### config.mk
export PLATFORM = sky130hd
export DESIGN_NAME = kpic_top
export DESIGN_NICKNAME = d
export VERILOG_FILES = /design/src/design/kpic_pkg.sv /design/src/design/kpic_debounce.sv /design/src/design/kpic_serial_rx.sv /design/src/design/kpic_top.sv
export SDC_FILE = /design/constraint.sdc
export NUM_CORES = 1
export LEC_CHECK = 0
export BUFFER_PORTS_ARGS = -buffer_cell sky130_fd_sc_hd__buf_4
export CORE_ASPECT_RATIO = 0.5
export CORE_MARGIN = 4
export CORE_UTILIZATION = 62
export CTS_CLUSTER_DIAMETER = 120
export DETAILED_ROUTE_END_ITERATION = 12
export PLACE_DENSITY = 0.76
export SYNTH_ARGS = -nofsm -noshare
export SYNTH_HDL_FRONTEND = slang
export SYNTH_HIERARCHICAL = 1
export SYNTH_SLANG_ARGS = --single-unit
### constraint.sdc
create_clock -name clock -period 3.7 [get_ports clock]
set_clock_uncertainty 0.05 [all_clocks]
set_input_delay 0.185 -clock clock [delete_from_list [all_inputs] [get_ports clock]]
set_output_delay 0.185 -clock clock [all_outputs]
set_load 0.005 [all_outputs]
### src/design/kpic_pkg.sv
// Constants shared by the keying and panel input control block
package kpic_pkg;
  // Clock and timing figures in their own units
  localparam int CLK_HZ = 20_000_000;
  localparam int HOLD_MS = 10;
  localparam int DEB_US = 5000;
  localparam int BAUD = 9600;
  localparam int PRACT_MS = 2000;
  localparam int MS_CYCLES_DEF = CLK_HZ / 1000;
  localparam int HOLD_CYCLES_DEF = (CLK_HZ / 1000) * HOLD_MS;
  localparam int DEB_CYCLES_DEF = (CLK_HZ / 1_000_000) * DEB_US;
  localparam int PRACT_CYCLES_DEF = (CLK_HZ / 1000) * PRACT_MS;
  localparam int BIT_CYCLES = CLK_HZ / BAUD;
  localparam int HALF_BIT_CYCLES = BIT_CYCLES / 2;

  // Keyer speed: dot milliseconds = DOT_NUM / wpm
  localparam logic [10:0] DOT_NUM = 11'h4b0;
  localparam logic [7:0] WPM_RST = 8'h18;
  localparam logic [7:0] WPM_MIN = 8'h01;
  localparam logic [1:0] DASH_UNITS = 2'h3;
  localparam logic [1:0] DOT_UNITS = 2'h1;

  // Button ladder: 10-bit codes, thresholds midway between nominals
  localparam int ADC_W = 10;
  localparam logic [2:0] ADC_BTN_CH = 3'h3;
  localparam logic [9:0] TH_SELECT = 10'h181;
  localparam logic [9:0] TH_EXIT = 10'h352;
  localparam logic [9:0] TH_SHAFT = 10'h3d1;
  localparam logic [1:0] BTN_NONE = 2'h0;
  localparam logic [1:0] BTN_SELECT = 2'h1;
  localparam logic [1:0] BTN_EXIT = 2'h2;
  localparam logic [1:0] BTN_SHAFT = 2'h3;

  // Operating modes
  localparam logic [1:0] MODE_STRAIGHT = 2'h0;
  localparam logic [1:0] MODE_IAMBIC = 2'h1;
  localparam logic [1:0] MODE_BEACON = 2'h2;

  // Register map
  localparam int AW = 3;
  localparam int DW = 16;
  localparam logic [2:0] REG_CTRL = 3'h0;
  localparam logic [2:0] REG_SPEED = 3'h1;
  localparam logic [2:0] REG_BEACON = 3'h2;
  localparam logic [2:0] REG_STATUS = 3'h3;
  localparam logic [2:0] REG_ENCODER = 3'h4;
  localparam logic [2:0] REG_GPS_DATA = 3'h5;
  localparam logic [2:0] REG_DOT_MS = 3'h6;
  localparam int CTRL_PRACT_BIT = 2;

  // Status field positions
  localparam int ST_BTN_EVT = 2;
  localparam int ST_PPS_EVT = 3;
  localparam int ST_SER_EVT = 4;
  localparam int ST_FORCED = 5;
  localparam int ST_KEY = 6;
  localparam int ST_RX = 7;
endpackage

### src/design/kpic_debounce.sv
// Edge-accepting lockout debouncer for a group of switch inputs
`timescale 1ns/1ps
module kpic_debounce #(
  parameter int WIDTH = 2,
  parameter int LOCK_CYCLES = 100000,
  parameter logic [WIDTH-1:0] INIT = '1
) (
  input wire logic clock,
  input wire logic nrst,
  input wire logic [WIDTH-1:0] raw,
  output logic [WIDTH-1:0] clean
);
  localparam int CW = $clog2(LOCK_CYCLES + 1);
  localparam logic [CW-1:0] LOCK_MAX = CW'(LOCK_CYCLES);

  genvar i;
  generate
    for (i = 0; i < WIDTH; i++) begin : g_bit
      logic [CW-1:0] lock_reg;
      // First edge passes at once, then bounce is ignored for the lockout
      always_ff @(posedge clock or negedge nrst) begin
        if (!nrst) begin
          clean[i] <= INIT[i];
          lock_reg <= '0;
        end else if (lock_reg != '0) begin
          lock_reg <= lock_reg - 1'b1;
        end else if (raw[i] != clean[i]) begin
          clean[i] <= raw[i];
          lock_reg <= LOCK_MAX;
        end
      end
    end
  endgenerate
endmodule // kpic_debounce

### src/design/kpic_serial_rx.sv
// Asynchronous 8N1 serial receiver built from logic
`timescale 1ns/1ps
module kpic_serial_rx
  import kpic_pkg::*;
(
  input wire logic clock,
  input wire logic nrst,
  input wire logic rxd,
  output logic [7:0] data,
  output logic valid
);
  typedef enum logic [1:0] {SR_IDLE, SR_START, SR_DATA, SR_STOP} kpic_sr_t;
  localparam logic [11:0] BIT_MAX = 12'(BIT_CYCLES - 1);
  localparam logic [11:0] HALF_MAX = 12'(HALF_BIT_CYCLES - 1);

  kpic_sr_t state_reg;
  logic [11:0] cnt_reg;
  logic [2:0] bit_reg;
  logic [7:0] shift_reg;

  always_ff @(posedge clock or negedge nrst) begin
    if (!nrst) begin
      state_reg <= SR_IDLE;
      cnt_reg <= '0;
      bit_reg <= '0;
      shift_reg <= '0;
      data <= '0;
      valid <= 1'b0;
    end else begin
      valid <= 1'b0;
      if (cnt_reg != '0) begin
        cnt_reg <= cnt_reg - 1'b1;
      end else begin
        unique case (state_reg)
          SR_IDLE: begin
            if (!rxd) begin
              state_reg <= SR_START;
              cnt_reg <= HALF_MAX;
            end
          end
          SR_START: begin
            // Recheck mid start bit so a glitch is not taken as a frame
            state_reg <= rxd ? SR_IDLE : SR_DATA;
            cnt_reg <= BIT_MAX;
            bit_reg <= '0;
          end
          SR_DATA: begin
            shift_reg <= {rxd, shift_reg[7:1]};
            cnt_reg <= BIT_MAX;
            bit_reg <= bit_reg + 1'b1;
            if (bit_reg == 3'h7) begin
              state_reg <= SR_STOP;
            end
          end
          SR_STOP: begin
            state_reg <= SR_IDLE;
            if (rxd) begin
              data <= shift_reg;
              valid <= 1'b1;
            end
          end
        endcase
      end
    end
  end
endmodule // kpic_serial_rx

### src/design/kpic_top.sv
// Keying, TX/RX sequencing and panel input control
// Summary of operation
// - Straight mode: key output follows the key input with no added timing.
// - Iambic and beacon modes: keyer generates timed dot and dash elements.
// - After key-up, wait 10 ms before returning from transmit to receive.
// - Receive enable high in receive, low in transmit and the hold.
// - Transmit mute is always the inverse of receive enable.
// - Quadrature encoder decoded by state machine, giving steps and direction.
// - Every mechanical switch input is debounced in logic.
// - Internal pull-ups enabled on the switch inputs.
// - No internal pull-up on the shared button input.
// - Button press seen as rise on shared input, then channel 3 sampled.
// - Sample level identifies none, select, shaft or exit button.
// - Analogue samples are 10-bit codes spanning zero to five volts.
// - GPS serial data at 9600 baud received by logic on a paddle input.
// - Serial data on the paddle input forces practice mode and indicator.
`timescale 1ns/1ps
module kpic_top
  import kpic_pkg::*;
#(
  parameter int MS_CYCLES = MS_CYCLES_DEF,
  parameter int HOLD_CYCLES = HOLD_CYCLES_DEF,
  parameter int DEB_CYCLES = DEB_CYCLES_DEF,
  parameter int PRACT_CYCLES = PRACT_CYCLES_DEF
) (
  input wire logic clock,
  input wire logic nrst,
  input wire logic [AW-1:0] addr,
  input wire logic [DW-1:0] wdata,
  input wire logic wr_stb,
  input wire logic rd_stb,
  output logic [DW-1:0] rdata,
  input wire logic dit_in_n,
  input wire logic dah_in_n,
  input wire logic enc_a_n,
  input wire logic enc_b_n,
  input wire logic button_level,
  output logic adc_start,
  output logic [2:0] adc_channel,
  input wire logic [ADC_W-1:0] adc_data,
  input wire logic adc_valid,
  output logic switch_pullup_en,
  output logic button_pullup_en,
  output logic key_out,
  output logic rx_enable,
  output logic tx_mute,
  output logic practice_ind
);
  typedef enum logic [1:0] {K_IDLE, K_MARK, K_SPACE} kpic_key_t;
  typedef enum logic [2:0] {
    E_REST, E_CW1, E_CW2, E_CW3, E_CCW1, E_CCW2, E_CCW3
  } kpic_enc_t;

  localparam int MW = $clog2(MS_CYCLES + 1);
  localparam int HW = $clog2(HOLD_CYCLES + 1);
  localparam int PW = $clog2(PRACT_CYCLES + 1);

  function automatic logic [1:0] kpic_classify(input logic [9:0] code);
    if (code >= TH_SHAFT) return BTN_SHAFT;
    else if (code >= TH_EXIT) return BTN_EXIT;
    else if (code >= TH_SELECT) return BTN_SELECT;
    else return BTN_NONE;
  endfunction

  function automatic logic kpic_wr(input logic [AW-1:0] a,
                                   input logic [AW-1:0] r,
                                   input logic s);
    return s && (a == r);
  endfunction

  //////////////////////////////////////////////////////////////////////
  // Pins and debouncing
  assign switch_pullup_en = 1'b1;
  assign button_pullup_en = 1'b0;
  assign adc_channel = ADC_BTN_CH;

  logic [4:0] sw_clean;
  kpic_debounce #(
    .WIDTH(5),
    .LOCK_CYCLES(DEB_CYCLES),
    .INIT(5'h0f)
  ) u_deb (
    .clock(clock),
    .nrst(nrst),
    .raw({button_level, enc_b_n, enc_a_n, dah_in_n, dit_in_n}),
    .clean(sw_clean)
  );

  logic dit_on, dah_on, btn_lvl;
  logic [1:0] enc_ab;
  assign dit_on = ~sw_clean[0];
  assign dah_on = ~sw_clean[1];
  assign enc_ab = ~sw_clean[3:2];
  assign btn_lvl = sw_clean[4];

  //////////////////////////////////////////////////////////////////////
  // Registers written by software
  logic [1:0] mode_reg;
  logic pract_sw_reg;
  logic [7:0] wpm_reg;
  logic beacon_pend_reg, beacon_dash_reg;
  logic [10:0] dot_ms_reg, div_rem_reg, div_q_reg;
  logic div_busy_reg;
  logic key_start;

  always_ff @(posedge clock or negedge nrst) begin
    if (!nrst) begin
      mode_reg <= MODE_STRAIGHT;
      pract_sw_reg <= 1'b0;
    end else if (kpic_wr(addr, REG_CTRL, wr_stb)) begin
      mode_reg <= wdata[1:0];
      pract_sw_reg <= wdata[CTRL_PRACT_BIT];
    end
  end

  // Dot length by repeated subtraction after each speed change
  always_ff @(posedge clock or negedge nrst) begin
    if (!nrst) begin
      wpm_reg <= WPM_RST;
      div_busy_reg <= 1'b1;
      div_rem_reg <= DOT_NUM;
      div_q_reg <= '0;
      dot_ms_reg <= '0;
    end else if (kpic_wr(addr, REG_SPEED, wr_stb)) begin
      wpm_reg <= (wdata[7:0] < WPM_MIN) ? WPM_MIN : wdata[7:0];
      div_busy_reg <= 1'b1;
      div_rem_reg <= DOT_NUM;
      div_q_reg <= '0;
    end else if (div_busy_reg) begin
      if (div_rem_reg >= {3'h0, wpm_reg}) begin
        div_rem_reg <= div_rem_reg - {3'h0, wpm_reg};
        div_q_reg <= div_q_reg + 1'b1;
      end else begin
        dot_ms_reg <= div_q_reg;
        div_busy_reg <= 1'b0;
      end
    end
  end

  always_ff @(posedge clock or negedge nrst) begin
    if (!nrst) begin
      beacon_pend_reg <= 1'b0;
      beacon_dash_reg <= 1'b0;
    end else if (kpic_wr(addr, REG_BEACON, wr_stb)) begin
      beacon_pend_reg <= 1'b1;
      beacon_dash_reg <= wdata[0];
    end else if (key_start && mode_reg == MODE_BEACON) begin
      beacon_pend_reg <= 1'b0;
    end
  end

  //////////////////////////////////////////////////////////////////////
  // Element keyer for iambic and beacon modes
  kpic_key_t key_state_reg;
  logic [MW-1:0] pre_reg;
  logic [10:0] ms_reg;
  logic [1:0] units_reg;
  logic last_dash_reg, dit_mem_reg, dah_mem_reg;
  logic want, want_dash, unit_tick;

  always_comb begin
    want = 1'b0;
    want_dash = 1'b0;
    if (mode_reg == MODE_BEACON) begin
      want = beacon_pend_reg;
      want_dash = beacon_dash_reg;
    end else if (mode_reg == MODE_IAMBIC) begin
      want = dit_on | dah_on | dit_mem_reg | dah_mem_reg;
      if ((dit_on | dit_mem_reg) && (dah_on | dah_mem_reg)) begin
        want_dash = ~last_dash_reg;
      end else begin
        want_dash = dah_on | dah_mem_reg;
      end
    end
  end

  assign key_start = (key_state_reg == K_IDLE) && want && !div_busy_reg;
  assign unit_tick = (pre_reg == MW'(MS_CYCLES - 1))
                     && (ms_reg + 1'b1 >= dot_ms_reg);

  always_ff @(posedge clock or negedge nrst) begin
    if (!nrst) begin
      key_state_reg <= K_IDLE;
      pre_reg <= '0;
      ms_reg <= '0;
      units_reg <= '0;
      last_dash_reg <= 1'b0;
    end else begin
      if (key_state_reg == K_IDLE || pre_reg == MW'(MS_CYCLES - 1)) begin
        pre_reg <= '0;
      end else begin
        pre_reg <= pre_reg + 1'b1;
      end
      if (key_state_reg == K_IDLE || unit_tick) begin
        ms_reg <= '0;
      end else if (pre_reg == MW'(MS_CYCLES - 1)) begin
        ms_reg <= ms_reg + 1'b1;
      end
      unique case (key_state_reg)
        K_IDLE: begin
          if (key_start) begin
            key_state_reg <= K_MARK;
            units_reg <= want_dash ? DASH_UNITS : DOT_UNITS;
            last_dash_reg <= want_dash;
          end
        end
        K_MARK: begin
          if (unit_tick) begin
            units_reg <= units_reg - 1'b1;
            if (units_reg == DOT_UNITS) begin
              key_state_reg <= K_SPACE;
              units_reg <= DOT_UNITS;
            end
          end
        end
        K_SPACE: begin
          if (unit_tick) begin
            key_state_reg <= K_IDLE;
          end
        end
      endcase
    end
  end

  // Opposite paddle pressed during an element is remembered
  always_ff @(posedge clock or negedge nrst) begin
    if (!nrst) begin
      dit_mem_reg <= 1'b0;
      dah_mem_reg <= 1'b0;
    end else if (key_start) begin
      dit_mem_reg <= 1'b0;
      dah_mem_reg <= 1'b0;
    end else if (key_state_reg != K_IDLE && mode_reg == MODE_IAMBIC) begin
      dit_mem_reg <= dit_mem_reg | (dit_on & last_dash_reg);
      dah_mem_reg <= dah_mem_reg | (dah_on & ~last_dash_reg);
    end
  end

  //////////////////////////////////////////////////////////////////////
  // GPS serial, second pulse and forced practice
  logic [7:0] ser_data, gps_byte_reg;
  logic ser_valid, forced_reg, dit_on_d_reg, pps_rise;
  logic [PW-1:0] pract_cnt_reg;

  kpic_serial_rx u_rx (
    .clock(clock),
    .nrst(nrst),
    .rxd(dah_in_n),
    .data(ser_data),
    .valid(ser_valid)
  );

  always_ff @(posedge clock or negedge nrst) begin
    if (!nrst) begin
      forced_reg <= 1'b0;
      pract_cnt_reg <= '0;
      gps_byte_reg <= '0;
      dit_on_d_reg <= 1'b0;
    end else begin
      dit_on_d_reg <= dit_on;
      if (ser_valid) begin
        gps_byte_reg <= ser_data;
        forced_reg <= 1'b1;
        pract_cnt_reg <= PW'(PRACT_CYCLES);
      end else if (pract_cnt_reg != '0) begin
        pract_cnt_reg <= pract_cnt_reg - 1'b1;
      end else begin
        forced_reg <= 1'b0;
      end
    end
  end
  // High pin level on the dot line is the positive-going second pulse
  assign pps_rise = dit_on_d_reg & ~dit_on;

  //////////////////////////////////////////////////////////////////////
  // Key output and TX/RX sequencing
  logic practice, key_next;
  logic [HW-1:0] hold_reg;
  assign practice = pract_sw_reg | forced_reg;

  always_comb begin
    if (practice) begin
      key_next = 1'b0;
    end else if (mode_reg == MODE_STRAIGHT) begin
      key_next = dit_on;
    end else begin
      key_next = (key_state_reg == K_MARK);
    end
  end

  always_ff @(posedge clock or negedge nrst) begin
    if (!nrst) begin
      key_out <= 1'b0;
      hold_reg <= '0;
      rx_enable <= 1'b1;
      practice_ind <= 1'b0;
    end else begin
      key_out <= key_next;
      practice_ind <= practice;
      if (key_next) begin
        hold_reg <= HW'(HOLD_CYCLES);
      end else if (hold_reg != '0) begin
        hold_reg <= hold_reg - 1'b1;
      end
      rx_enable <= ~key_next && (hold_reg <= HW'(1));
    end
  end
  assign tx_mute = ~rx_enable;

  //////////////////////////////////////////////////////////////////////
  // Quadrature encoder
  kpic_enc_t enc_reg;
  logic [7:0] enc_cnt_reg;
  logic enc_dir_reg;

  // Full detent cycle 00-01-11-10-00; bounce steps back without counting
  always_ff @(posedge clock or negedge nrst) begin
    if (!nrst) begin
      enc_reg <= E_REST;
      enc_cnt_reg <= '0;
      enc_dir_reg <= 1'b0;
    end else begin
      unique case (enc_reg)
        E_REST: if (enc_ab == 2'h1) enc_reg <= E_CW1;
                else if (enc_ab == 2'h2) enc_reg <= E_CCW1;
        E_CW1: if (enc_ab == 2'h3) enc_reg <= E_CW2;
               else if (enc_ab == 2'h0) enc_reg <= E_REST;
        E_CW2: if (enc_ab == 2'h2) enc_reg <= E_CW3;
               else if (enc_ab == 2'h1) enc_reg <= E_CW1;
        E_CW3: begin
          if (enc_ab == 2'h0) begin
            enc_reg <= E_REST;
            enc_cnt_reg <= enc_cnt_reg + 1'b1;
            enc_dir_reg <= 1'b1;
          end else if (enc_ab == 2'h3) enc_reg <= E_CW2;
        end
        E_CCW1: if (enc_ab == 2'h3) enc_reg <= E_CCW2;
                else if (enc_ab == 2'h0) enc_reg <= E_REST;
        E_CCW2: if (enc_ab == 2'h1) enc_reg <= E_CCW3;
                else if (enc_ab == 2'h2) enc_reg <= E_CCW1;
        E_CCW3: begin
          if (enc_ab == 2'h0) begin
            enc_reg <= E_REST;
            enc_cnt_reg <= enc_cnt_reg - 1'b1;
            enc_dir_reg <= 1'b0;
          end else if (enc_ab == 2'h3) enc_reg <= E_CCW2;
        end
        default: enc_reg <= E_REST;
      endcase
    end
  end

  //////////////////////////////////////////////////////////////////////
  // Button ladder
  logic btn_d_reg;
  logic [1:0] btn_id_reg;
  logic btn_evt_reg, pps_evt_reg, ser_evt_reg, st_clr;

  always_ff @(posedge clock or negedge nrst) begin
    if (!nrst) begin
      btn_d_reg <= 1'b0;
      adc_start <= 1'b0;
      btn_id_reg <= BTN_NONE;
    end else begin
      btn_d_reg <= btn_lvl;
      adc_start <= btn_lvl & ~btn_d_reg;
      if (adc_valid) begin
        btn_id_reg <= kpic_classify(adc_data);
      end
    end
  end

  // Status events: reading clears, a new event in that cycle wins
  assign st_clr = rd_stb && (addr == REG_STATUS);
  always_ff @(posedge clock or negedge nrst) begin
    if (!nrst) begin
      btn_evt_reg <= 1'b0;
      pps_evt_reg <= 1'b0;
      ser_evt_reg <= 1'b0;
    end else begin
      btn_evt_reg <= adc_valid | (btn_evt_reg & ~st_clr);
      pps_evt_reg <= pps_rise | (pps_evt_reg & ~st_clr);
      ser_evt_reg <= ser_valid | (ser_evt_reg & ~st_clr);
    end
  end

  //////////////////////////////////////////////////////////////////////
  // Read port
  logic [DW-1:0] status_word;
  always_comb begin
    status_word = '0;
    status_word[1:0] = btn_id_reg;
    status_word[ST_BTN_EVT] = btn_evt_reg;
    status_word[ST_PPS_EVT] = pps_evt_reg;
    status_word[ST_SER_EVT] = ser_evt_reg;
    status_word[ST_FORCED] = forced_reg;
    status_word[ST_KEY] = key_out;
    status_word[ST_RX] = rx_enable;
  end

  always_ff @(posedge clock or negedge nrst) begin
    if (!nrst) begin
      rdata <= '0;
    end else if (rd_stb) begin
      unique case (addr)
        REG_CTRL: rdata <= {13'h0, pract_sw_reg, mode_reg};
        REG_SPEED: rdata <= {8'h0, wpm_reg};
        REG_BEACON: rdata <= {14'h0, key_state_reg != K_IDLE,
                              beacon_pend_reg};
        REG_STATUS: rdata <= status_word;
        REG_ENCODER: rdata <= {7'h0, enc_dir_reg, enc_cnt_reg};
        REG_GPS_DATA: rdata <= {8'h0, gps_byte_reg};
        REG_DOT_MS: rdata <= {5'h0, dot_ms_reg};
        default: rdata <= '0;
      endcase
    end else begin
      rdata <= '0;
    end
  end
endmodule // kpic_top

==> results of run 1 <==
==> cell families (layout without fill, tap and decap cells) <==
kind of cell               after synthesis  in the layout
and+or+nand+nor                        619            619
DFF                                    291            291
AOI/OAI and AO/OA                      267            267
buffers and inverters                  125            188
xor gates and xnor gates               113            113
muxes                                   68             68
adders and majority gates               61             61
other                                    2             10
==> cells in the final DEF, fill, tap and decap left out, types with 13 or more instances in the layout <==
master,count
a21o_1,18
a21oi_1,53
and3_1,13
buf_4,49
clkbuf_16,27
dfrtp_1,279
dlygate4sd3_1,18
ha_1,59
inv_1,67
mux2_2,45
mux2i_1,19
nand2_1,136
nand2b_1,29
nand3_1,43
nand4_1,22
nor2_1,135
nor2b_1,23
nor3_1,55
nor3b_1,13
nor4_1,29
o211ai_1,13
o21ai_0,81
or3_1,20
or4_1,24
xnor2_1,57
xor2_1,56
==> how the worst max path moves through the flow <==
stage / endpoint / start / slack, ns
2_1_floorplan: units_reg[0] / ms_reg[2] / 0.86
5_1_grt: ms_reg[2] / ms_reg[2] / 0.25
3_5_place_dp: units_reg[0] / ms_reg[0] / 0.55
4_1_cts: units_reg[0] / ms_reg[0] / 0.53
3_3_place_gp: units_reg[0] / ms_reg[0] / 0.68
6_report: ms_reg[8] / ms_reg[2] / 0.53
==> worst max-delay path, cell delays in order (launching register included) <==
cell and delay [ns]:
dfrtp_1 0.47, and4_1 0.27, and4_1 0.28, xor2_1 0.18, ha_1 0.26, and3_1 0.20
a221o_1 0.30, a41oi_1 0.24, o211ai_1 0.40, o21ai_0 0.31, a21o_1 0.15
==> final cells by class <==
class                   count  area (µm²)  share of cell area [%]
clock buffers              44         830                    4.84
clock inverters             6        62.6                   0.365
inverters                  68         255                    1.49
multi-input cells        1138        7680                    44.8
flip-flops and latches    291        7300                    42.6
well taps                 336         420                    2.45
repair buffers             70         603                    3.52
==> synthesized netlist by cell type, drive strengths merged (6+ instances only) <==
master  number
o22ai        6
nor4b        7
inv         67
xor2        56
nor2       135
nor3        56
o21ai       82
a22o         7
nor3b       13
o41ai        7
or3         23
nand3       43
nand2b      29
nor2b       23
mux2        47
nor4        38
and2        10
o211ai      13
nand2      138
nand4       22
or4         31
o31ai       14
a211oi      11
dfrtp      279
ha          59
xnor2       57
and4         9
and3        13
dfstp       12
o21a         7
a21oi       53
mux2i       19
buf         25
a21o        18
a31oi        8
or2         11
clkbuf      31
==> per-stage QoR <==
stage	cell area [µm²]	hold slack (ns)	instances	utilization, %	setup slack, ns
floorplan	15500	-0.161	1554	-	0.860
global placement	16100	0.212	1885	66.2	0.683
detailed placement	16100	0.220	1885	66.2	0.547
CTS	17100	0.00196	1953	70.6	0.525
finish	17100	0.0203	1953	70.6	0.531
global route	17100	0.0231	1953	70.6	0.248
==> power by group through the flow <==
stage                     Sequential, µW  Combinational (µW)  Clock (µW)
final                               3760                1400        2800
after floorplan                     3710                1040           0
after global placement              3790                1310           0
after CTS                           3750                1400        2870
after detailed placement            3810                1360           0
after global routing                3800                1590        3010
==> timing repair <==
action / CTS / global route
setup endpoints to repair: 0 / 0
hold buffers: 18 / 0
hold endpoints to repair: 119 / 0
==> layer usage <==
| layer | vias to the layer above | share of wire, % |
|---|---|---|
| met4 | 0 | 2.2 |
| met1 | 5765 | 45 |
| met3 | 59 | 4.9 |
| met5 | - | 0 |
| met2 | 259 | 48 |
| li1 | 5620 | - |
==> key figures, run 1 <==
Clock network
  • Clk sinks: 291
  • CTS tree: yes
  • Post-CTS Resized: 0
  • Total CTS buffers: 27
  • Clk root buf: clkbuf_16
  • Post-CTS setup buffer count: 0
  • Worst skew pair latency: between 0.5 and 0.6 ns
  • Worst-path clk slew: about 0.070 ns
  • Clock Path Buffers: 3
  • Htree depth: 1

Route
  • Via/cell ratio: between 5 and 6
  • DR pass1 iterations: 7
  • WL per Instance: about 16 µm
  • Drc violations: 0
  • First-iteration detailed-routing DRC count: just under 800
  • Drt total wl: between 30 and 40 mm
  • Final ANT Viol Nets: 0
  • Via Count: 11700

Floorplan
  • Die height: 120 µm
  • Die W: ~230 µm
  • Core Box Area: around 0.024 mm²
  • Number of I/O pins: 65
  • Starting density of the core: between 60% and 70%
  • Placement Rows: 40
  • Die area: approximately 0.028 mm²

Worst setup path
  • Worst R2R Setup Slack: 0.53 ns
  • R2R Path Start: ms_reg[2]
  • Reg2reg path depth: 10
  • Max FO, Critical Path: 14
  • CP Class: reg -> reg
  • CP startpoint kind: register
  • Worst endpoint required time: 4.13 ns
  • Worst setup EP type: register
  • Reg-to-reg critical path endpoint: ms_reg[8]
  • Worst path arrival time: around 3.6 ns

Power
  • Sw frac: between 20% and 30%
  • Power per cell area: 465 mW/mm²
  • Seq pwr share: between 40% and 50%
  • Tot Pwr: between 7000 and 8000 µW
  • Clock share of power: roughly a third
  • Pint: ~5700 µW
  • Lkg Pwr: 0.00776 µW
  • Worst vdd ir: approximately 340 µV
  • Combinational power share: around 18%
  • P_sw: 2270 µW

Synthesis
  • Synthesis-stage register bit count: between 200 and 300
  • Post-synth EDFFs: 0
  • Synth top area share: 45.1%
  • Synth area leader: dfrtp_1
  • Synth Area in Simple Gates: a little over a fifth
  • Post-Synthesis Cell Area: about 0.015 mm²
  • Xor/xnor cell area share of the yosys netlist: roughly 6.4%
  • Sequential share of the synthesized area: 47.1%
  • Gate Count Post-Synth: 1546
  • Async S/R FF share, synth: 100%
  • Adder-cell share of the synthesized area: approximately 5.0%
  • Netlist cell types: 88
  • Largest family of logic cells by synthesized area: simple AND/OR/NAND/NOR gates
  • Top area cells in the synthesized netlist: dfrtp_1 (45%), ha_1 (4.8%), nand2_1 (3.3%)
  • Main flop type after synthesis: dfrtp_1
  • Synth Area in Compound Gates: between 10% and 20%
  • Synth Area per Inst: 10.0 µm²
  • Syn. warnings: 6
  • Mux share of post-synthesis cell area: about 5%

Global routing
  • GR peak layer: met2
  • Initial antenna violation count: 0
  • Vias in the first global route: between 10000 and 15000
  • All-Layer GR Usage: between 20% and 30%
  • Met3 global-route usage: under 10%
  • Largest net degree at the start of global routing: 97
  • Met1 Use GR: 32.4%
  • Gr ovfl total: 0
  • First-pass GRT wire length: about 56 mm
  • Met2 usage: about 40%

STA
  • Final setup vio count: 0
  • Fin crit period: approximately 3.2 ns
  • Fmax: about 320 MHz
  • Final Hold Viols: 0
  • Max transition margin: 32.7%
  • RSZ-0062 raised after global routing: no
  • Fin. max-slew vios: 0
  • Tcrit/Tclk final: a little under nine tenths
  • Final setup TNS: 0 ns
  • Worst slew pin tran: approximately 1.0 ns

Finish
  • Share of cells above drive strength 1: between 10% and 20%
  • Max reg flops: 85
  • Fill count: approximately 1800
  • Nets: between 1500 and 2000
  • Synth-to-Final Area Change: 10.8%
  • Antenna cells: 0

Status
  • Outcome: complete, no violations

Placement
  • Port Buffer Count: 46
  • Post-DP HPWL: 22.4 mm
  • Placer Congestion: ~0.88

Min path
  • Worst Hold Launch: addr[1]
  • Worst Hold Path EP: rdata[2]
  • Hold depth: 3
  • Worst min path class: in -> reg

Flow run
  • Max-cap violation count: 0
No activity file was read; power rests on OpenSTA's default activity.
==> run 2, diff against run 1 <==
--- a/config.mk
+++ b/config.mk
@@ -9,6 +9,7 @@
 export CORE_ASPECT_RATIO = 0.5
 export CORE_MARGIN = 4
 export CORE_UTILIZATION = 62
+export CTS_BUF_LIST = sky130_fd_sc_hd__clkbuf_8 sky130_fd_sc_hd__clkbuf_16
 export CTS_CLUSTER_DIAMETER = 120
 export DETAILED_ROUTE_END_ITERATION = 12
 export PLACE_DENSITY = 0.76
==> key figures, run 2 (same netlist as run 1, synthesis figures left out) <==
Status
  • Outcome: complete, no violations (unchanged)

Clock network
  • CTS tree: yes (unchanged)
  • Worst-path clk slew: 0.07 ns (about the same)
  • Total CTS buffers: 27 (unchanged)
  • Post-CTS Resized: 0 (unchanged)
  • Htree depth: 1 (unchanged)
  • Worst skew pair latency: 0.55 ns (about the same)
  • Clk sinks: 291 (unchanged)
  • Clk root buf: clkbuf_16 (unchanged)
  • Clock Path Buffers: 3 (unchanged)

STA
  • Fmax: 316 MHz (about the same)
  • Fin crit period: 3.17 ns (about the same)
  • Final setup TNS: 0 ns (unchanged)
  • Final setup vio count: 0 (unchanged)
  • Fin. max-slew vios: 0 (unchanged)
  • Worst slew pin tran: 0.998 ns (about the same)
  • Final Hold Viols: 0 (unchanged)
  • RSZ-0062 raised after global routing: no (unchanged)
  • Max transition margin: 32.7% (about the same)
  • Tcrit/Tclk final: 85.6% (about the same)

Global routing
  • Initial antenna violation count: 0 (unchanged)
  • First-pass GRT wire length: 55.8 mm (unchanged)
  • All-Layer GR Usage: 23.7% (unchanged)
  • Gr ovfl total: 0 (unchanged)
  • Vias in the first global route: 11600 (unchanged)
  • Largest net degree at the start of global routing: 97 (unchanged)

Route
  • WL per Instance: 16.4 µm (about the same)
  • First-iteration detailed-routing DRC count: 790 (unchanged)
  • Final ANT Viol Nets: 0 (unchanged)
  • Via Count: 11700 (about the same)
  • Drc violations: 0 (unchanged)
  • Drt total wl: 32.1 mm (about the same)
  • DR pass1 iterations: 5 (was 7)
  • Via/cell ratio: 6.00 (was 5.99)

Floorplan
  • Die height: 120 µm (unchanged)
  • Core Box Area: 0.0243 mm² (unchanged)
  • Die area: 0.0277 mm² (unchanged)
  • Die W: 231 µm (unchanged)
  • Placement Rows: 40 (unchanged)
  • Starting density of the core: 63.8% (unchanged)
  • Number of I/O pins: 65 (unchanged)

Power
  • Worst vdd ir: 336 µV (about the same)
  • Lkg Pwr: 0.00780 µW (was 0.00776 µW)
  • Power per cell area: 463 mW/mm² (was 465 mW/mm²)

Worst setup path
  • Worst endpoint required time: 4.13 ns (about the same)
  • CP Class: reg -> reg (unchanged)
  • Most frequent CP cell: and4_1 (unchanged)
  • Crit path largest cell delay: 0.47 ns (about the same)
  • R2R Path Start: ms_reg[2] (unchanged)
  • Buffers & Inverters on Critical Path: 0 (unchanged)
  • Worst setup EP type: register (unchanged)
  • Worst path arrival time: 3.60 ns (about the same)
  • CP max stage cell: dfrtp_1 (unchanged)
  • Crit-path cells: and4_1 -> and4_1 -> xor2_1 -> ha_1 -> and3_1 -> a221o_1 -> a41oi_1 -> o211ai_1 -> o21ai_0 -> a21o_1 (unchanged)
  • Setup crit start: ms_reg[2] (unchanged)
  • CP startpoint kind: register (unchanged)
  • Critical path's top delay family: compound AO/OA/AOI/OAI gates (unchanged)
  • Max FO, Critical Path: 14 (unchanged)

Placement
  • Port Buffer Count: 46 (unchanged)
  • Post-DP HPWL: 22.4 mm (unchanged)
  • Dpl cell area: 0.0161 mm² (unchanged)
  • Placer Congestion: 0.877 (unchanged)

Finish
  • Synth-to-Final Area Change: 10.8% (unchanged)
  • Nets: 1696 (unchanged)
  • Share of cells above drive strength 1: 12.1% (unchanged)
  • Max reg flops: 85 (unchanged)
  • Antenna cells: 0 (unchanged)
  • Post-route cell area: 0.0171 mm² (unchanged)
  • Commonest non-fill, non-tap cells in the layout: dfrtp_1 (279), nand2_1 (136), nor2_1 (135) (unchanged)
  • Commonest non-fill, non-tap cell in the layout: dfrtp_1 (unchanged)

Flow run
  • Max-cap violation count: 0 (unchanged)

Min path
  • Worst min path class: in -> reg (unchanged)
  • Worst Hold Launch: addr[1] (unchanged)
==> run 2: tightest hold or removal path: stages <==
cell,delay [ns]
buf_4,0.20
nor2_1,0.13
nor3_1,0.06
==> run 2: path summary, 6_finish.rpt <==
kind	endpoint	slack [ns]	cells past startpoint
worst max-delay path	ms_reg[8]	0.53	10
max in group asynchronous	rx_enable	2.34	3
min in group asynchronous	pre_reg[8]	0.22	2
worst max register to register	ms_reg[8]	0.53	10
worst min-delay path	rdata[2]	0.02	3
worst min register to register	adc_start	0.35	1
==> run 2: metrics by stage <==
| stage | util (%) | power, µW | hold slack, ns | cells | worst slack, ns |
|---|---|---|---|---|---|
| floorplan | - | 4760 | -0.161 | 1554 | 0.860 |
| global placement | 66.2 | 5100 | 0.212 | 1885 | 0.683 |
| detailed placement | 66.2 | 5170 | 0.220 | 1885 | 0.547 |
| CTS | 70.6 | 7990 | 0.00205 | 1953 | 0.526 |
| global route | 70.6 | 8380 | 0.0228 | 1953 | 0.248 |
| finish | 70.6 | 7940 | 0.0222 | 1953 | 0.531 |
==> run 2: timing repair <==
item | in CTS | in global routing
hold buffers | 18 | 0
endpoints found under the hold margin | 119 | 0
setup buffers | 0 | 0
==> run 2: power breakdown <==
group | switching [µW] | internal [µW]
registers | 285 | 3480
clock network | 1200 | 1580
logic | 786 | 612
==> run 2: layout make-up <==
cell class	instances	area, µm²
tap	336	420
multi-input combinational	1138	7680
sequential	291	7300
timing repair buffer	70	603
inverter	68	255
fill	1797	7130
clock inverter	14	92.6
clock buffer	36	800
==> run 2: layer usage <==
metal | GRT usage, % | wire length (µm) | share of wire, % | vias up
met1 | 32.4 | 14500 | 45 | 5779
met2 | 40.0 | 15300 | 48 | 267
met3 | 4.27 | 1590 | 5.0 | 57
li1 | - | - | - | 5621
met4 | 5.25 | 716 | 2.2 | 0
met5 | 0 | 0 | 0 | -
==> run 3, diff against run 2 <==
--- a/config.mk
+++ b/config.mk
@@ -5,14 +5,15 @@
 export SDC_FILE = /design/constraint.sdc
 export NUM_CORES = 1
 export LEC_CHECK = 0
+export ABC_AREA = 1
 export BUFFER_PORTS_ARGS = -buffer_cell sky130_fd_sc_hd__buf_4
 export CORE_ASPECT_RATIO = 0.5
 export CORE_MARGIN = 4
-export CORE_UTILIZATION = 62
+export CORE_UTILIZATION = 63
 export CTS_BUF_LIST = sky130_fd_sc_hd__clkbuf_8 sky130_fd_sc_hd__clkbuf_16
 export CTS_CLUSTER_DIAMETER = 120
 export DETAILED_ROUTE_END_ITERATION = 12
-export PLACE_DENSITY = 0.76
+export PLACE_DENSITY = 0.77
 export SYNTH_ARGS = -nofsm -noshare
 export SYNTH_HDL_FRONTEND = slang
 export SYNTH_HIERARCHICAL = 1
==> key figures, run 3 <==
Worst setup path
  • Worst endpoint required time: 4.10 ns (was 4.13 ns)
  • Crit-path cells: ha_1 -> nand3_1 -> nor2_1 -> nand2_1 -> nor2_1 -> xnor2_1 -> inv_1 -> ha_1 -> nand2_1 -> inv_1 -> nand2_1 -> nand2_1 -> a21oi_1 -> nand4_1 -> o21ai_0 (was and4_1 -> and4_1 -> xor2_1 -> ha_1 -> and3_1 -> a221o_1 -> a41oi_1 -> o211ai_1 -> o21ai_0 -> a21o_1)
  • Most frequent CP cell: nand2_1 (was and4_1)
  • Max FO, Critical Path: 11 (was 14)
  • Worst path arrival time: 3.48 ns (was 3.60 ns)
  • CP Class: reg -> reg (unchanged)
  • Worst setup EP type: register (unchanged)
  • Crit path largest cell delay: 0.51 ns (was 0.47 ns)
  • CP max stage cell: dfrtp_1 (unchanged)
  • CP startpoint kind: register (unchanged)
  • Reg2reg path depth: 15 (was 10)

Finish
  • Commonest non-fill, non-tap cell in the layout: nand2_1 (was dfrtp_1)
  • Share of cells above drive strength 1: 11.6% (was 12.1%)
  • Synth-to-Final Area Change: 10.6% (was 10.8%)
  • Fill count: 2132 (was 1797)
  • Nets: 2385 (was 1696)
  • Max reg flops: 85 (unchanged)
  • Antenna cells: 0 (unchanged)
  • Commonest non-fill, non-tap cells in the layout: nand2_1 (553), inv_1 (296), nor2_1 (282) (was dfrtp_1 (279), nand2_1 (136), nor2_1 (135))

Route
  • WL per Instance: 13.2 µm (was 16.4 µm)
  • First-iteration detailed-routing DRC count: 1039 (was 790)
  • DR pass1 iterations: 5 (unchanged)
  • Final ANT Viol Nets: 0 (unchanged)
  • Via Count: 13900 (was 11700)
  • Drt total wl: 35.0 mm (was 32.1 mm)
  • Via/cell ratio: 5.25 (was 6.00)
  • Drc violations: 0 (unchanged)

Synthesis
  • Synthesis-stage register bit count: 291 (unchanged)
  • Most common cell in the netlist: nand2_1 (was dfrtp_1)
  • Most frequent cells after synthesis: nand2_1 (553), inv_1 (293), nor2_1 (282) (was dfrtp_1 (279), nand2_1 (136), nor2_1 (135))
  • Post-Synthesis Cell Area: 0.0171 mm² (was 0.0155 mm²)
  • Synth top area share: 40.8% (was 45.1%)
  • Post-synth EDFFs: 0 (unchanged)
  • Netlist cell types: 51 (was 88)
  • Main flop type after synthesis: dfrtp_1 (unchanged)
  • Top area cells in the synthesized netlist: dfrtp_1 (41%), nand2_1 (12%), inv_1 (6.4%) (was dfrtp_1 (45%), ha_1 (4.8%), nand2_1 (3.3%))
  • Async S/R FF share, synth: 100% (unchanged)
  • Synth Area per Inst: 7.73 µm² (was 10.0 µm²)
  • Sequential share of the synthesized area: 42.7% (was 47.1%)
  • Syn. warnings: 6 (unchanged)
  • Gate Count Post-Synth: 2211 (was 1546)
  • Synth area leader: dfrtp_1 (unchanged)

Clock network
  • Htree depth: 1 (unchanged)
  • Clk root buf: clkbuf_16 (unchanged)
  • CTS tree: yes (unchanged)
  • Total CTS buffers: 27 (unchanged)
  • Post-CTS setup buffer count: 0 (unchanged)
  • Post-CTS Resized: 0 (unchanged)
  • Worst skew pair latency: 0.55 ns (about the same)
  • Clock Path Buffers: 3 (unchanged)
  • Clk sinks: 291 (unchanged)
  • Worst-path clk slew: 0.06 ns (was 0.07 ns)

Flow run
  • Max-cap violation count: 0 (unchanged)

STA
  • Fin crit period: 3.08 ns (was 3.17 ns)
  • Final setup TNS: 0 ns (unchanged)
  • Hold slack: 0.0400 ns (was 0.0222 ns)
  • Worst slew pin tran: 0.979 ns (was 0.998 ns)
  • Max transition margin: 34.5% (was 32.7%)
  • Fin. max-slew vios: 0 (unchanged)
  • Final Hold Viols: 0 (unchanged)
  • Final setup vio count: 0 (unchanged)
  • Fmax: 324 MHz (was 316 MHz)
  • RSZ-0062 raised after global routing: no (unchanged)
  • Tcrit/Tclk final: 83.3% (was 85.6%)

Global routing
  • First-pass GRT wire length: 60.3 mm (was 55.8 mm)
  • Vias in the first global route: 13000 (was 11600)
  • Largest net degree at the start of global routing: 94 (was 97)
  • Gr ovfl total: 0 (unchanged)
  • Initial antenna violation count: 0 (unchanged)
  • All-Layer GR Usage: 23.5% (was 23.7%)

Floorplan
  • Number of I/O pins: 65 (unchanged)
  • Die area: 0.0300 mm² (was 0.0277 mm²)
  • Die height: 124 µm (was 120 µm)
  • Placement Rows: 42 (was 40)
  • Starting density of the core: 64.3% (was 63.8%)
  • Die W: 241 µm (was 231 µm)
  • Core Box Area: 0.0266 mm² (was 0.0243 mm²)

Power
  • Power per cell area: 461 mW/mm² (was 463 mW/mm²)
  • Worst vdd ir: 316 µV (was 336 µV)
  • Lkg Pwr: 0.00998 µW (was 0.00780 µW)

Min path
  • Worst min path class: in -> reg (unchanged)
  • Hold depth: 5 (was 3)

Placement
  • Post-DP HPWL: 24.9 mm (was 22.4 mm)
  • Port Buffer Count: 46 (unchanged)
  • Placer Congestion: 0.875 (was 0.877)

Status
  • Outcome: complete, no violations (unchanged)
==> run 3: cells by family (layout without fill, tap and decap cells) <==
logic type	after synthesis	in the layout	synth area share [%]
AOI/OAI and AO/OA	215	215	7.04
xor gates and xnor gates	91	91	4.66
adders and majority gates	61	61	4.55
buffers and inverters	347	431	8.24
DFF	291	291	42.7
muxes	1	1	0.0659
other	2	10	0.0439
and+or+nand+nor	1203	1203	32.7
==> run 3: layer usage <==
layer / routed length [µm] / vias to the layer above / GRT usage [%]
li1: - / 7142 / -
met1: 16600 / 6482 / 34.1
met2: 16300 / 275 / 38.3
met3: 1360 / 50 / 3.05
met4: 691 / 0 / 4.92
met5: 0 / - / 0
==> run 3: through the flow <==
stage	power, µW	util, %	cells	cell area (µm²)	setup WS, ns
2_1_floorplan	5240	-	2219	17100	1.20
3_3_place_gp	5660	66.8	2590	17800	0.781
3_5_place_dp	5710	66.8	2590	17800	0.682
4_1_cts	8770	71.1	2655	18900	0.652
5_1_grt	9270	71.1	2655	18900	0.336
6_report	8720	71.1	2655	18900	0.618
==> run 3: final timing paths <==
path / startpoint / end / slack [ns]
max: ms_reg[0] / ms_reg[5] / 0.62
min: addr[1] / beacon_pend_reg / 0.04
max reg2reg: ms_reg[0] / ms_reg[5] / 0.62
min reg2reg: btn_d_reg / adc_start / 0.35
max in group asynchronous: nrst / u_deb/clean[3] / 2.48
min in group asynchronous: nrst / u_deb/g_bit[0].lock_reg[3] / 0.20
==> run 3: final cells by class <==
cell class / count / area, µm² / area share [%]
multi-input cells: 1581 / 8420 / 44.5
repair buffers: 70 / 603 / 3.19
flip-flops and latches: 291 / 7300 / 38.6
clock buffers: 30 / 717 / 3.79
clock inverters: 17 / 231 / 1.22
inverters: 314 / 1190 / 6.32
well taps: 352 / 440 / 2.33
==> run 3: report_power, final <==
group          switching, µW  total [µW]  leakage [µW]  internal [µW]
Sequential               225        3710       0.00371           3490
Clock                   1230        3030      0.000486           1800
Combinational           1260        1980       0.00579            716
==> run 3: critical path, delay by kind of cell, from the launching register on <==
family	cells	cell delay (ns)
compound gates	2	0.53
xor+xnor	1	0.14
fa+ha+maj	2	0.52
buf+inv	2	0.10
flops	1	0.51
simple gates	8	1.12
==> run 3: repair_timing <==
action / in CTS / in global routing
setup endpoints to repair: 0 / 0
hold buffers: 18 / 0
hold endpoints to repair: 113 / 0
